## src/core/cache_policy_pkg.sv

```systemverilog
// Constants and types shared by the miss-policy block, the external agent model and the bench.
// Assumes one processor clock domain; all widths are fixed.
package cache_policy_pkg;

   // Geometry: 8KB per cache, two 4KB ways, 32-byte lines
   localparam int CACHE_BYTES = 8192;
   localparam int WAY_BYTES = 4096;
   localparam int LINE_BYTES = 32;
   localparam int WAYS = CACHE_BYTES / WAY_BYTES;
   localparam int OFFS_W = $clog2(LINE_BYTES);
   localparam int INDEX_W = $clog2(WAY_BYTES / LINE_BYTES);

   // Bus widths
   localparam int ADDR_W = 32;
   localparam int DATA_W = 64;
   localparam int SIZE_W = 3;
   localparam int SR_W = 32;

   // Cache algorithm register: one 3-bit attribute per region
   localparam int ATTR_W = 3;
   localparam int REGIONS = 8;
   localparam int REGION_W = $clog2(REGIONS);
   localparam int CACHE_ALGORITHM_REGISTER_W = REGIONS * ATTR_W;

   localparam logic [ATTR_W-1:0] ATTR_WT_NOALLOC = 3'h0;
   localparam logic [ATTR_W-1:0] ATTR_WT_ALLOC = 3'h1;
   localparam logic [ATTR_W-1:0] ATTR_UNCACHED = 3'h2;
   localparam logic [ATTR_W-1:0] ATTR_WB = 3'h3;
   localparam logic [CACHE_ALGORITHM_REGISTER_W-1:0] CACHE_ALGORITHM_REGISTER_RESET = {REGIONS{ATTR_UNCACHED}};

   // Lock bits inside the status register
   localparam logic [SR_W-1:0] SR_DLOCK_MASK = 32'h0010_0000;
   localparam logic [SR_W-1:0] SR_ILOCK_MASK = 32'h0008_0000;
   localparam logic LOCK_RESET = 1'b0;

   typedef enum logic [1:0] {CMD_NONE, CMD_RD_SINGLE, CMD_WR_SINGLE, CMD_RD_BLOCK} sys_cmd_t;
   typedef enum logic {LINE_INVALID, LINE_DIRTY_EXCL} line_state_t;

endpackage

```

## src/core/victim_if.sv

```systemverilog
// Carrier between the miss-policy block and one refill victim selector.
// Assumes the owner drives clk and rst from the processor clock domain.
`timescale 1ns/1ps
`default_nettype none
interface victim_if (input wire logic clk, input wire logic rst);
   logic valid_a;
   logic valid_b;
   logic lock;
   logic repl;
   logic way_b;
   modport sel (input clk, input rst, input valid_a, input valid_b, input lock, input repl,
      output way_b);
   modport user (input way_b, output valid_a, output valid_b, output lock, output repl);
endinterface
`default_nettype wire

```

## src/core/cache_miss_policy.sv

```systemverilog
// Miss policy, refill way choice and set locking for the two primary caches.
// Assumes the pipeline presents one miss or write-through store at a time,
// with the tag state of the indexed pair, and holds it while req_ready is low.
`timescale 1ns/1ps
`default_nettype none
// Functional notes
// - Uncached access: single read or write only
// - Uncached addresses never allocate a line
// - Cacheable load miss: block read, then fill
// - Write-allocate store miss: fill, then write through
// - No-write-allocate store miss: single memory write
// - Algorithm register: 3-bit attribute per region
// - No hardware coherency, no snooping
// - Only uncached and noncoherent classes valid
// - Locked valid set A never a victim
// - Lock spares maintenance ops, stores, invalid lines
// - Each cache 8KB, two 4KB ways
// - Both lock bits cleared after reset
// - Status bits lock data and instruction set A
// - Both lines invalid: refill set A
// - Invalid locked line refillable, then kept
// - Store hits update locked lines normally
// - Attribute selects write-back or write-through
// - Block fill always marked dirty exclusive
// - Replacement bit picks between eligible ways
module cache_miss_policy (
   // Clock and reset
   input wire logic clk_sys,
   input wire logic rst,
   // Status and cache algorithm register writes
   input wire logic sr_we,
   input wire logic [cache_policy_pkg::SR_W-1:0] sr_wdata,
   input wire logic cache_algorithm_register_we,
   input wire logic [cache_policy_pkg::CACHE_ALGORITHM_REGISTER_W-1:0] cache_algorithm_register_wdata,
   // Register state
   output logic data_set_lock_bit,
   output logic instr_set_lock_bit,
   output logic [cache_policy_pkg::CACHE_ALGORITHM_REGISTER_W-1:0] cache_algorithm_register,
   // Request from the pipeline
   input wire logic req_valid,
   input wire logic req_icache,
   input wire logic req_store,
   input wire logic req_hit,
   input wire logic [cache_policy_pkg::REGION_W-1:0] req_region,
   input wire logic [cache_policy_pkg::ADDR_W-1:0] req_addr,
   input wire logic [cache_policy_pkg::SIZE_W-1:0] req_size,
   input wire logic [cache_policy_pkg::DATA_W-1:0] req_wdata,
   input wire logic tag_valid_a,
   input wire logic tag_valid_b,
   input wire logic tag_repl,
   output logic req_ready,
   output logic done,
   output logic [cache_policy_pkg::DATA_W-1:0] done_rdata,
   // System interface requests
   output logic sys_req_valid,
   output cache_policy_pkg::sys_cmd_t sys_req_cmd,
   output logic [cache_policy_pkg::ADDR_W-1:0] sys_req_addr,
   output logic [cache_policy_pkg::SIZE_W-1:0] sys_req_size,
   output logic [cache_policy_pkg::DATA_W-1:0] sys_req_wdata,
   input wire logic sys_req_ack,
   input wire logic sys_resp_valid,
   input wire logic [cache_policy_pkg::DATA_W-1:0] sys_resp_data,
   // Tag write on refill and store merge after allocation
   output logic fill_we,
   output logic fill_icache,
   output logic fill_way_b,
   output logic [cache_policy_pkg::INDEX_W-1:0] fill_index,
   output cache_policy_pkg::line_state_t fill_state,
   output logic fill_repl,
   output logic store_merge_we
);

   typedef enum {ST_IDLE, ST_ISSUE, ST_WAIT, ST_FILL, ST_MERGE, ST_DONE} miss_state_t;

   miss_state_t state;
   miss_state_t next_state;
   logic pend_merge;
   logic pend_wt;
   logic cur_uncached;
   logic victim_b;

   // Attribute decode for the request's region
   wire logic [cache_policy_pkg::ATTR_W-1:0] cur_attr;
   wire logic attr_wb;
   wire logic attr_wt_alloc;
   wire logic attr_wt_noalloc;
   wire logic attr_uncached;
   wire logic accept;
   wire logic need_block;
   wire logic need_single_rd;
   wire logic need_single_wr;
   wire logic store_fill;
   wire logic victim_pick;
   wire logic [cache_policy_pkg::INDEX_W-1:0] req_index;
   cache_policy_pkg::sys_cmd_t next_cmd;

   assign cur_attr = cache_algorithm_register[req_region * cache_policy_pkg::ATTR_W +:
      cache_policy_pkg::ATTR_W];
   assign attr_wb = cur_attr == cache_policy_pkg::ATTR_WB;
   assign attr_wt_alloc = cur_attr == cache_policy_pkg::ATTR_WT_ALLOC;
   assign attr_wt_noalloc = cur_attr == cache_policy_pkg::ATTR_WT_NOALLOC;
   // Unused codes fall back to uncached: never allocate what is not understood
   assign attr_uncached = !(attr_wb || attr_wt_alloc || attr_wt_noalloc);

   assign accept = (state == ST_IDLE) && req_valid;
   // Instruction fetches never store, so the store terms only see the data cache
   assign need_single_rd = !req_store && attr_uncached;
   assign need_block = !attr_uncached && !req_hit &&
      (!req_store || attr_wb || attr_wt_alloc);
   assign need_single_wr = req_store && (attr_uncached || (attr_wt_noalloc && !req_hit) ||
      (req_hit && !attr_wb));
   assign store_fill = req_store && need_block;
   assign req_index = req_addr[cache_policy_pkg::OFFS_W +: cache_policy_pkg::INDEX_W];

   assign next_cmd = need_block ? cache_policy_pkg::CMD_RD_BLOCK :
      need_single_rd ? cache_policy_pkg::CMD_RD_SINGLE :
      need_single_wr ? cache_policy_pkg::CMD_WR_SINGLE : cache_policy_pkg::CMD_NONE;

   // One victim selector per cache, each with its own set A lock
   victim_if vif_i (.clk(clk_sys), .rst(rst));
   victim_if vif_d (.clk(clk_sys), .rst(rst));

   assign vif_i.valid_a = tag_valid_a;
   assign vif_i.valid_b = tag_valid_b;
   assign vif_i.repl = tag_repl;
   assign vif_i.lock = instr_set_lock_bit;
   assign vif_d.valid_a = tag_valid_a;
   assign vif_d.valid_b = tag_valid_b;
   assign vif_d.repl = tag_repl;
   assign vif_d.lock = data_set_lock_bit;

   refill_victim_sel u_sel_i (
      .vif(vif_i.sel)
   );

   refill_victim_sel u_sel_d (
      .vif(vif_d.sel)
   );

   assign victim_pick = req_icache ? vif_i.way_b : vif_d.way_b;

   // Lock bits follow a status write on the next edge; software needs no
   // extra hazard slots beyond its own pipeline
   always_ff @(posedge clk_sys)
   begin
      if (rst)
      begin
         data_set_lock_bit <= cache_policy_pkg::LOCK_RESET;
         instr_set_lock_bit <= cache_policy_pkg::LOCK_RESET;
      end
      else if (sr_we)
      begin
         data_set_lock_bit <= |(sr_wdata & cache_policy_pkg::SR_DLOCK_MASK);
         instr_set_lock_bit <= |(sr_wdata & cache_policy_pkg::SR_ILOCK_MASK);
      end
   end

   always_ff @(posedge clk_sys)
   begin
      if (rst)
         cache_algorithm_register <= cache_policy_pkg::CACHE_ALGORITHM_REGISTER_RESET;
      else if (cache_algorithm_register_we)
         cache_algorithm_register <= cache_algorithm_register_wdata;
   end

   // Sequencer
   always_comb
   begin
      next_state = state;
      case (state)
         ST_IDLE:
            if (req_valid)
               next_state = (next_cmd == cache_policy_pkg::CMD_NONE) ? ST_DONE : ST_ISSUE;
         ST_ISSUE:
            if (sys_req_ack)
               next_state = (sys_req_cmd == cache_policy_pkg::CMD_WR_SINGLE) ? ST_DONE : ST_WAIT;
         ST_WAIT:
            if (sys_resp_valid)
               next_state = (sys_req_cmd == cache_policy_pkg::CMD_RD_BLOCK) ? ST_FILL : ST_DONE;
         ST_FILL:
            next_state = pend_merge ? ST_MERGE : ST_DONE;
         ST_MERGE:
            next_state = pend_wt ? ST_ISSUE : ST_DONE;
         ST_DONE:
            next_state = ST_IDLE;
         default:
            next_state = ST_IDLE;
      endcase
   end

   always_ff @(posedge clk_sys)
   begin
      if (rst)
         state <= ST_IDLE;
      else
         state <= next_state;
   end

   // Captured request
   always_ff @(posedge clk_sys)
   begin
      if (rst)
      begin
         sys_req_addr <= '0;
         sys_req_size <= '0;
         sys_req_wdata <= '0;
         fill_icache <= 1'b0;
         fill_index <= '0;
         cur_uncached <= 1'b0;
         victim_b <= 1'b0;
      end
      else if (accept)
      begin
         sys_req_addr <= req_addr;
         sys_req_size <= req_size;
         sys_req_wdata <= req_wdata;
         fill_icache <= req_icache;
         fill_index <= req_index;
         cur_uncached <= attr_uncached;
         victim_b <= victim_pick;
      end
   end

   // Pending store work after an allocating fill
   always_ff @(posedge clk_sys)
   begin
      if (rst)
      begin
         pend_merge <= 1'b0;
         pend_wt <= 1'b0;
      end
      else if (accept)
      begin
         pend_merge <= store_fill;
         pend_wt <= store_fill && attr_wt_alloc;
      end
      else if (state == ST_MERGE)
         pend_merge <= 1'b0;
   end

   // System interface request
   always_ff @(posedge clk_sys)
   begin
      if (rst)
      begin
         sys_req_valid <= 1'b0;
         sys_req_cmd <= cache_policy_pkg::CMD_NONE;
      end
      else if (accept)
      begin
         sys_req_valid <= next_cmd != cache_policy_pkg::CMD_NONE;
         sys_req_cmd <= next_cmd;
      end
      else if (state == ST_MERGE && pend_wt)
      begin
         sys_req_valid <= 1'b1;
         sys_req_cmd <= cache_policy_pkg::CMD_WR_SINGLE;
      end
      else if (state == ST_ISSUE && sys_req_ack)
         sys_req_valid <= 1'b0;
   end

   // Tag write: the agent's state is not trusted, every fill is owned
   always_ff @(posedge clk_sys)
   begin
      if (rst)
      begin
         fill_we <= 1'b0;
         fill_way_b <= 1'b0;
         fill_repl <= 1'b0;
         fill_state <= cache_policy_pkg::LINE_INVALID;
      end
      else
      begin
         fill_we <= state == ST_WAIT && sys_resp_valid && !cur_uncached &&
            sys_req_cmd == cache_policy_pkg::CMD_RD_BLOCK;
         if (state == ST_WAIT && sys_resp_valid)
         begin
            fill_way_b <= victim_b;
            fill_repl <= !victim_b;
            fill_state <= cache_policy_pkg::LINE_DIRTY_EXCL;
         end
      end
   end

   // Store data goes into the freshly filled line whatever the lock says;
   // locking only steers which line is replaced
   always_ff @(posedge clk_sys)
   begin
      if (rst)
         store_merge_we <= 1'b0;
      else
         store_merge_we <= state == ST_FILL && pend_merge;
   end

   // Handshake with the pipeline; no snoop or external invalidate exists
   always_ff @(posedge clk_sys)
   begin
      if (rst)
      begin
         req_ready <= 1'b1;
         done <= 1'b0;
         done_rdata <= '0;
      end
      else
      begin
         done <= state == ST_DONE;
         if (accept)
            req_ready <= 1'b0;
         else if (state == ST_DONE)
            req_ready <= 1'b1;
         if (state == ST_WAIT && sys_resp_valid &&
            sys_req_cmd == cache_policy_pkg::CMD_RD_SINGLE)
            done_rdata <= sys_resp_data;
      end
   end
endmodule
`default_nettype wire

```

## src/core/refill_victim_sel.sv

```systemverilog
// Refill victim choice for one two-way cache at the indexed pair of lines.
// Assumes valid, lock and replacement bits are stable for the cycle they are used.
`timescale 1ns/1ps
`default_nettype none
module refill_victim_sel (
   victim_if.sel vif
);

   // An empty set A is taken first, even when locked; then an empty set B;
   // a locked valid set A forces set B; otherwise the FIFO bit decides.
   wire logic pick_a_empty;
   wire logic pick_b_empty;
   wire logic pick_forced_b;

   assign pick_a_empty = !vif.valid_a;
   assign pick_b_empty = vif.valid_a && !vif.valid_b;
   assign pick_forced_b = vif.valid_a && vif.valid_b && vif.lock;
   assign vif.way_b = pick_a_empty ? 1'b0 :
      (pick_b_empty || pick_forced_b) ? 1'b1 : vif.repl;
endmodule
`default_nettype wire

```

## config.mk

```make
export PLATFORM = sky130hd
export DESIGN_NAME = cache_miss_policy
export DESIGN_NICKNAME = d
export VERILOG_FILES = /design/src/core/cache_policy_pkg.sv /design/src/core/victim_if.sv /design/src/core/cache_miss_policy.sv /design/src/core/refill_victim_sel.sv
export SDC_FILE = /design/constraint.sdc
export NUM_CORES = 1
export LEC_CHECK = 0
export ABC_AREA = 1
export BUFFER_PORTS_ARGS = -buffer_cell sky130_fd_sc_hd__buf_2
export CAP_MARGIN = 20
export CELL_PAD_IN_SITES_DETAIL_PLACEMENT = 1
export CELL_PAD_IN_SITES_GLOBAL_PLACEMENT = 2
export CORE_UTILIZATION = 20
export CTS_CLUSTER_DIAMETER = 100
export CTS_CLUSTER_SIZE = 40
export DETAILED_ROUTE_END_ITERATION = 7
export PLACE_DENSITY = 0.79
export SETUP_SLACK_MARGIN = 0.5
export SYNTH_ARGS = -nofsm -noshare
export SYNTH_HDL_FRONTEND = slang
export SYNTH_SLANG_ARGS = --single-unit
```

## constraint.sdc

```tcl
create_clock -name clk_sys -period 1.3 [get_ports clk_sys]
set_input_delay 0.195 -clock clk_sys [delete_from_list [all_inputs] [get_ports clk_sys]]
set_output_delay 0.195 -clock clk_sys [all_outputs]
set_load 0.1 [all_outputs]
```

# Word-level counts from Yosys, hierarchy flattened
# Index checks and enable logic that the tools add are counted.
dict set report op_classes {
  mux 26
  n_eq_ne 17
  multipliers 1
  reduce_logical 45
  shifts 1
}
# operator count
set op_table {}
lappend op_table {{case mux 32 bit (5 select lines)} 1}
lappend op_table {{== test 32 x 2 -> 1 bit, second input constant} 3}
lappend op_table {{== test 32 x 3 -> 1 bit, second input constant} 3}
lappend op_table {{two-way mux 32 bit} 3}
lappend op_table {{== test 32 x 4 -> 1 bit, second input constant} 2}
lappend op_table {{zero test 32 bit} 2}
lappend op_table {{== test 32 x 1 -> 1 bit, second input constant} 1}
lappend op_table {{indexed part select 24 x 6 -> 3 bit} 1}
lappend op_table {{logical AND 1 bit} 20}
lappend op_table {{two-way mux 1 bit} 13}
lappend op_table {{two-way mux 3 bit} 4}
lappend op_table {{two-way mux 2 bit} 5}
lappend op_table {{logical OR 1 bit} 8}
lappend op_table {{nonzero test 2 bit} 4}
lappend op_table {{zero test 1 bit} 7}
lappend op_table {{inequality test 2 bit, second input constant} 3}
lappend op_table {{multiplier 3 x 2 -> 5 bit, second input constant} 1}
lappend op_table {{== test 2 bit, second input constant} 2}
lappend op_table {{== test 3 x 1 -> 1 bit, second input constant} 1}
lappend op_table {{== test 3 x 2 -> 1 bit, second input constant} 1}
lappend op_table {{zero test 3 bit} 1}
lappend op_table {{AND reduction 3 bit} 1}
lappend op_table {{nonzero test 3 bit} 1}
lappend op_table {{== test 2 x 1 -> 1 bit, second input constant} 1}
lappend op_table {{zero test 2 bit} 1}
dict set report totals {
  word_cells 113
  ff_bits 243
  in_bits 235
  output_inout_bits 207
}

# Logic depth before layout (Yosys ltp)
dict set report logic_depth {
  ltp_word 16
  ltp_mapped 14
  depth_no_buf 13
}

# Cells and area by module
# From an unflattened synthesis, not the netlist that was laid out.
dict set report unflattened {
  hier_cells 1018
  area_unflattened_um2 7723.7
}
# mod area_each_um2 seq_area_each_um2 n_inst cells_each
set by_module_without_submodules {}
lappend by_module_without_submodules {cache_miss_policy 7673.6 4144.0 1 1008}
lappend by_module_without_submodules {refill_victim_sel 25.0 0.0 2 5}

# Worst setup path after synthesis
# No wires, ideal clock.
dict set report synth_timing {
  path_type {reg2reg}
  start {register sys_req_cmd[0]}
  end {register done_rdata[23] (netlist name)}
  path_buffers 2
  path_slack_ps -658
  setup_ps 67
  synth_period_minus_slack_ps 1958
  path_stages_with_launch 7
  required_ps 1233
  t_arrival_ps 1891
  path_cell_list {dfxtp_1 -> inv_1 -> nor3_4 -> buf_6 -> buf_6 -> o21ai_0 -> nor2_1}
}
dict set report synth_between {
  elab_chain_len 2
}
# element line
set synth_lines {}
lappend synth_lines {{start, declared} cache_miss_policy.sv:56} ;# output cache_policy_pkg::sys_cmd_t sys_req_cmd,
lappend synth_lines {{start signal, assigned} cache_miss_policy.sv:247} ;# sys_req_cmd <= cache_policy_pkg::CMD_NONE;
lappend synth_lines {{start signal, assigned} cache_miss_policy.sv:252} ;# sys_req_cmd <= next_cmd;
lappend synth_lines {{start signal, assigned} cache_miss_policy.sv:257} ;# sys_req_cmd <= cache_policy_pkg::CMD_WR_SINGLE;
lappend synth_lines {{== test 2 x 1 -> 1 bit} cache_miss_policy.sv:313} ;# sys_req_cmd == cache_policy_pkg::CMD_RD_SINGLE)
lappend synth_lines {{logical AND 1 bit} cache_miss_policy.sv:312} ;# if (state == ST_WAIT && sys_resp_valid &&
lappend synth_lines {{end signal, assigned} cache_miss_policy.sv:314} ;# done_rdata <= sys_resp_data;
lappend synth_lines {{end, declared} cache_miss_policy.sv:53} ;# output logic [cache_policy_pkg::DATA_W-1:0] done_rdata,
# Every way passes these cells.
# A chain may end at the register's enable or synchronous reset.

# Worst setup path in the final report
dict set report layout_timing {
  start {register state[0]}
  end {register sys_req_wdata[24] (netlist name)}
}
dict set report layout_between {
  elab_chain_len 2
}
# element line
set layout_lines {}
lappend layout_lines {{start, declared} cache_miss_policy.sv:75} ;# miss_state_t state;
lappend layout_lines {{start signal, assigned} cache_miss_policy.sv:196} ;# state <= next_state;
lappend layout_lines {{zero test 32 bit} cache_miss_policy.sv:105} ;# assign accept = (state == ST_IDLE) && req_valid;
lappend layout_lines {{logical AND 1 bit} cache_miss_policy.sv:105}
lappend layout_lines {{end signal, assigned} cache_miss_policy.sv:216} ;# sys_req_wdata <= req_wdata;
lappend layout_lines {{end, declared} cache_miss_policy.sv:59} ;# output logic [cache_policy_pkg::DATA_W-1:0] sys_req_wdata,
# Every way passes these cells.

==> flow_summary.ini <==
[routing]
drt_iter0_drc = 205
wl_per_cell_um = 20.1
ant_nets = 0
first_pass_iters = 4
routed_wl_um = 44000
vias = 9800
drc = 0
via_per_inst = 4.48

[logic_synthesis]
synthMuxAreaShare_pct = 0
synth_xor_area_share_pct = 0
synth_area_um2 = 7700
synth_fa_ha_area_share_pct = 0
ys_async_sr_fraction_pct = 0
netlist_top_cells_area = dfxtp_1, nand2_1, a21oi_1, nor2_1, o21ai_0
yosysWarnings = 0
syn_avg_cell_area_um2 = 7.66
synth_seq_area_share_pct = 53.8
synth_top_area_share_pct = 53.8
yosys_most_used_dff = dfxtp_1
ys_ff_latch = 207
synth-simple-area-share_pct = 22.9
synth_compound_area_share_pct = 15.7
synth_edf_count = 0
syn_inst = 1005
synth_nets = 1240
synth.distinct_cells = 30
synth.largest_area_cell = dfxtp_1
synth_top_family_by_area = simple AND/OR/NAND/NOR gates

[floorplanning]
die_x_um = 198
std_cell_rows = 71
start_util_pct = 20.4
ios = 442
die_area_um2 = 39300
core_um2 = 37800
die_height_um = 198

[power]
switching_share_pct = 46.8
p_seq_share_pct = 26.3
pwr-share-comb_pct = 59.6
p_clk_share_pct = 14.1
internal_power_uw = 17800
switching_power_uw = 15700
power_density_nw_per_um2 = 1780
ir_drop_mv = 1.03
power.leakage_uw = 0.00793

[cells_and_area]
multi_input_area_um2 = 4090
area_growth_pct = 144
layout.nets = 1902
drive_above_1_share_pct = 61.9
register_area_um2 = 4760
n_fill_cell = 3989

[cts]
cts_buffers = 13
cts_tree = done
clock_sinks = 207
cts-root-buf = clkbuf_16
clockBufferDepth = 3
insertion_delay_ns = 0.49
htree_levels = 1
clk_pin_slew_worst_paths_ns = 0.10

[placement]
globalplace.congestion = 0.780
numPortBuffers = 411
dpl.hpwl_um = 22200

[status]
status = complete, but fails checks
violations = negative setup slack

[sta]
worst_slack_ns = -0.288
hold_viol_final = 0
maxSlewViolCount = 0
fin_hold_ws_ns = 0.00771
skew_ns = 0.0260
setup_viol_count_final = 194
slew_headroom_pct = 60.8
worst_slew_pin_slew_ns = 0.587
setup_tns_ns = -39.00
min_period_over_period_pct = 122
fmax_mhz = 630
post-route-min-period_ns = 1.59
rsz0062_at_grt = true

[setup_path]
cp.arrival_ns = 2.00
r2r_start = state[0]$_SDFFE_PP0P_
reg2reg_setup_slack_ns = -0.29
start_kind = register
worstPathRequired_ns = 1.71
cp_max_fo = 6
path_cells = buf_6 > nor2_4 > inv_2 > nor2_4 > nand2_8 > inv_12 > buf_12 > buf_12 > nand2_4 > a21oi_2
cp_slowest_cell = dfxtp_2
end_kind = register
r2r-end = sys_req_wdata[24]$_SDFFE_PP0P_
path_class = reg -> reg
setup.worst_path.start = state[0]$_SDFFE_PP0P_
slowest_delay_ns = 0.35
ff2ff_path_depth = 10

[grt]
grt_pass1_wl_um = 61700
grt_pass1_vias = 10800
grt_use_total_pct = 20.3
globalRoute.totalOverflow = 0
grt_max_degree = 89
antenna_found_initial = 7

[hold_path]
hold_depth = 4
hold_start = sys_req_ack
hold_path_end = state[0]$_SDFFE_PP0P_
hold_class = in -> reg

[flow_run]
drv_cap = 0
-- what timing repair did --
item | CTS | global route
setup endpoints to repair | 388 | 392
pin swaps | 23 | 75
resized for setup | 771 | 266
buffers inserted | 25 | 10
hold buffers | 189 | 0
cloned | 10 | 9
endpoints found under the hold margin | 190 | 0
-- cell usage in the layout, fill, tap and decap left out, types with 2 or more instances in the layout --
cell           synthesis  routed
buf_2                 19     203
dfxtp_4                0     150
o21ai_2                0      17
nor2_4                 1      11
nand3_1               20      17
o21ai_0               74      48
nor2_1               143      96
inv_8                  0       4
nand2_2                6      47
o211ai_1               2       2
a21oi_1              133      61
dlygate4sd3_1          0     189
nand2_4                2      60
nor3_2                 0       2
diode_2                0       5
buf_6                  9      16
inv_1                 46      16
buf_4                  8      55
o21ai_1               19      28
dfxtp_2                0      41
nor3_4                 1       2
buf_12                 0     230
a211oi_1               3       3
nor3_1                 5       2
nor2_2                 2      39
inv_2                  6      33
nand3_2                2       4
clkbuf_16              0      20
inv_12                 0       3
dfxtp_1              207      16
buf_8                  0       7
a21oi_2                1      72
nand3_4                1       2
buf_16                 0      10
nand2_1              254     154
-- worst max-delay path, delay by kind of cell, from the launching register on --
family	cells	cell delay [ns]
flops	1	0.35
buf+inv	5	0.55
compound gates	1	0.16
simple gates	4	0.45
-- power by group through the flow --
stage               logic (uW)  clock network, uW  registers, uW
finish                   20000               4720           8810
global route             20700               5120           8920
CTS                      18000               4980           8660
detailed placement       13200                  0           8350
global placement         13100                  0           8300
floorplan                 3640                  0          14500
-- kinds of logic (layout without fill, tap and decap cells) --
| kind of cell | count (synthesis) | in the layout |
|---|---|---|
| other | 0 | 5 |
| DFF | 207 | 207 |
| and+or+nand+nor | 439 | 439 |
| buffers and inverters | 123 | 791 |
| AOI/OAI and AO/OA | 236 | 236 |
-- per-layer routing --
layer / global-route usage, % / wire [um]
met2: 38.9 / 24000
met1: 20.1 / 15200
met3: 5.43 / 2740
met4: 9.53 / 2000
met5: 0 / 26
-- metrics by stage --
step	cells	instance area, um^2	total power (uW)	utilization [%]	setup slack (ns)
floorplan	1005	8570	18200	-	-0.118
global placement	1920	12100	21400	32.0	-0.237
detailed placement	1920	12100	21600	32.0	-0.301
CTS	2165	17600	31600	46.7	-0.261
global route	2189	18800	34800	49.9	-0.374
finish	2189	18800	33500	49.9	-0.288
-- how the worst max path moves through the flow --
stage | end | cells past startpoint
after floorplan | state[2]$_SDFFE_PP0P_ | 13
after global routing | sys_req_wdata[55]$_SDFFE_PP0P_ | 10
after CTS | done_rdata[29]$_SDFFE_PP0P_ | 10
after global placement | sys_req_cmd[1]$_SDFFE_PP0P_ | 13
final | sys_req_wdata[24]$_SDFFE_PP0P_ | 10
after detailed placement | done_rdata[2]$_SDFFE_PP0P_ | 9
-- flip-flops by register name, indices dropped and copies added, names as in the netlist, 2 cells and up --
signal	flops
done_rdata	64
sys_req_wdata	64
sys_req_addr	32
cache_algorithm_register	24
state	3
sys_req_size	3
sys_req_cmd	2
-- synthesized netlist by cell type (2+ instances only) --
cell type and n:
nand2_1 254, dfxtp_1 207, nor2_1 143, a21oi_1 133, o21ai_0 74, inv_1 46
clkbuf_1 35, nand3_1 20, buf_2 19, o21ai_1 19, buf_6 9, buf_4 8
inv_2 6, nand2_2 6, nor3_1 5, a211oi_1 3, nand2_4 2, nand3_2 2
nor2_2 2, o211ai_1 2
-- layout make-up --
class | instances | share of cell area (%)
well taps | 511 | 3.40
diodes | 5 | 0.0664
repair buffers | 717 | 46.0
flip-flops and latches | 207 | 25.3
inverters | 52 | 1.18
clock buffers | 13 | 1.73
repair inverters | 1 | 0.0864
multi-input cells | 675 | 21.7
clock inverters | 8 | 0.571
No activity file was read; power rests on OpenSTA's default activity.
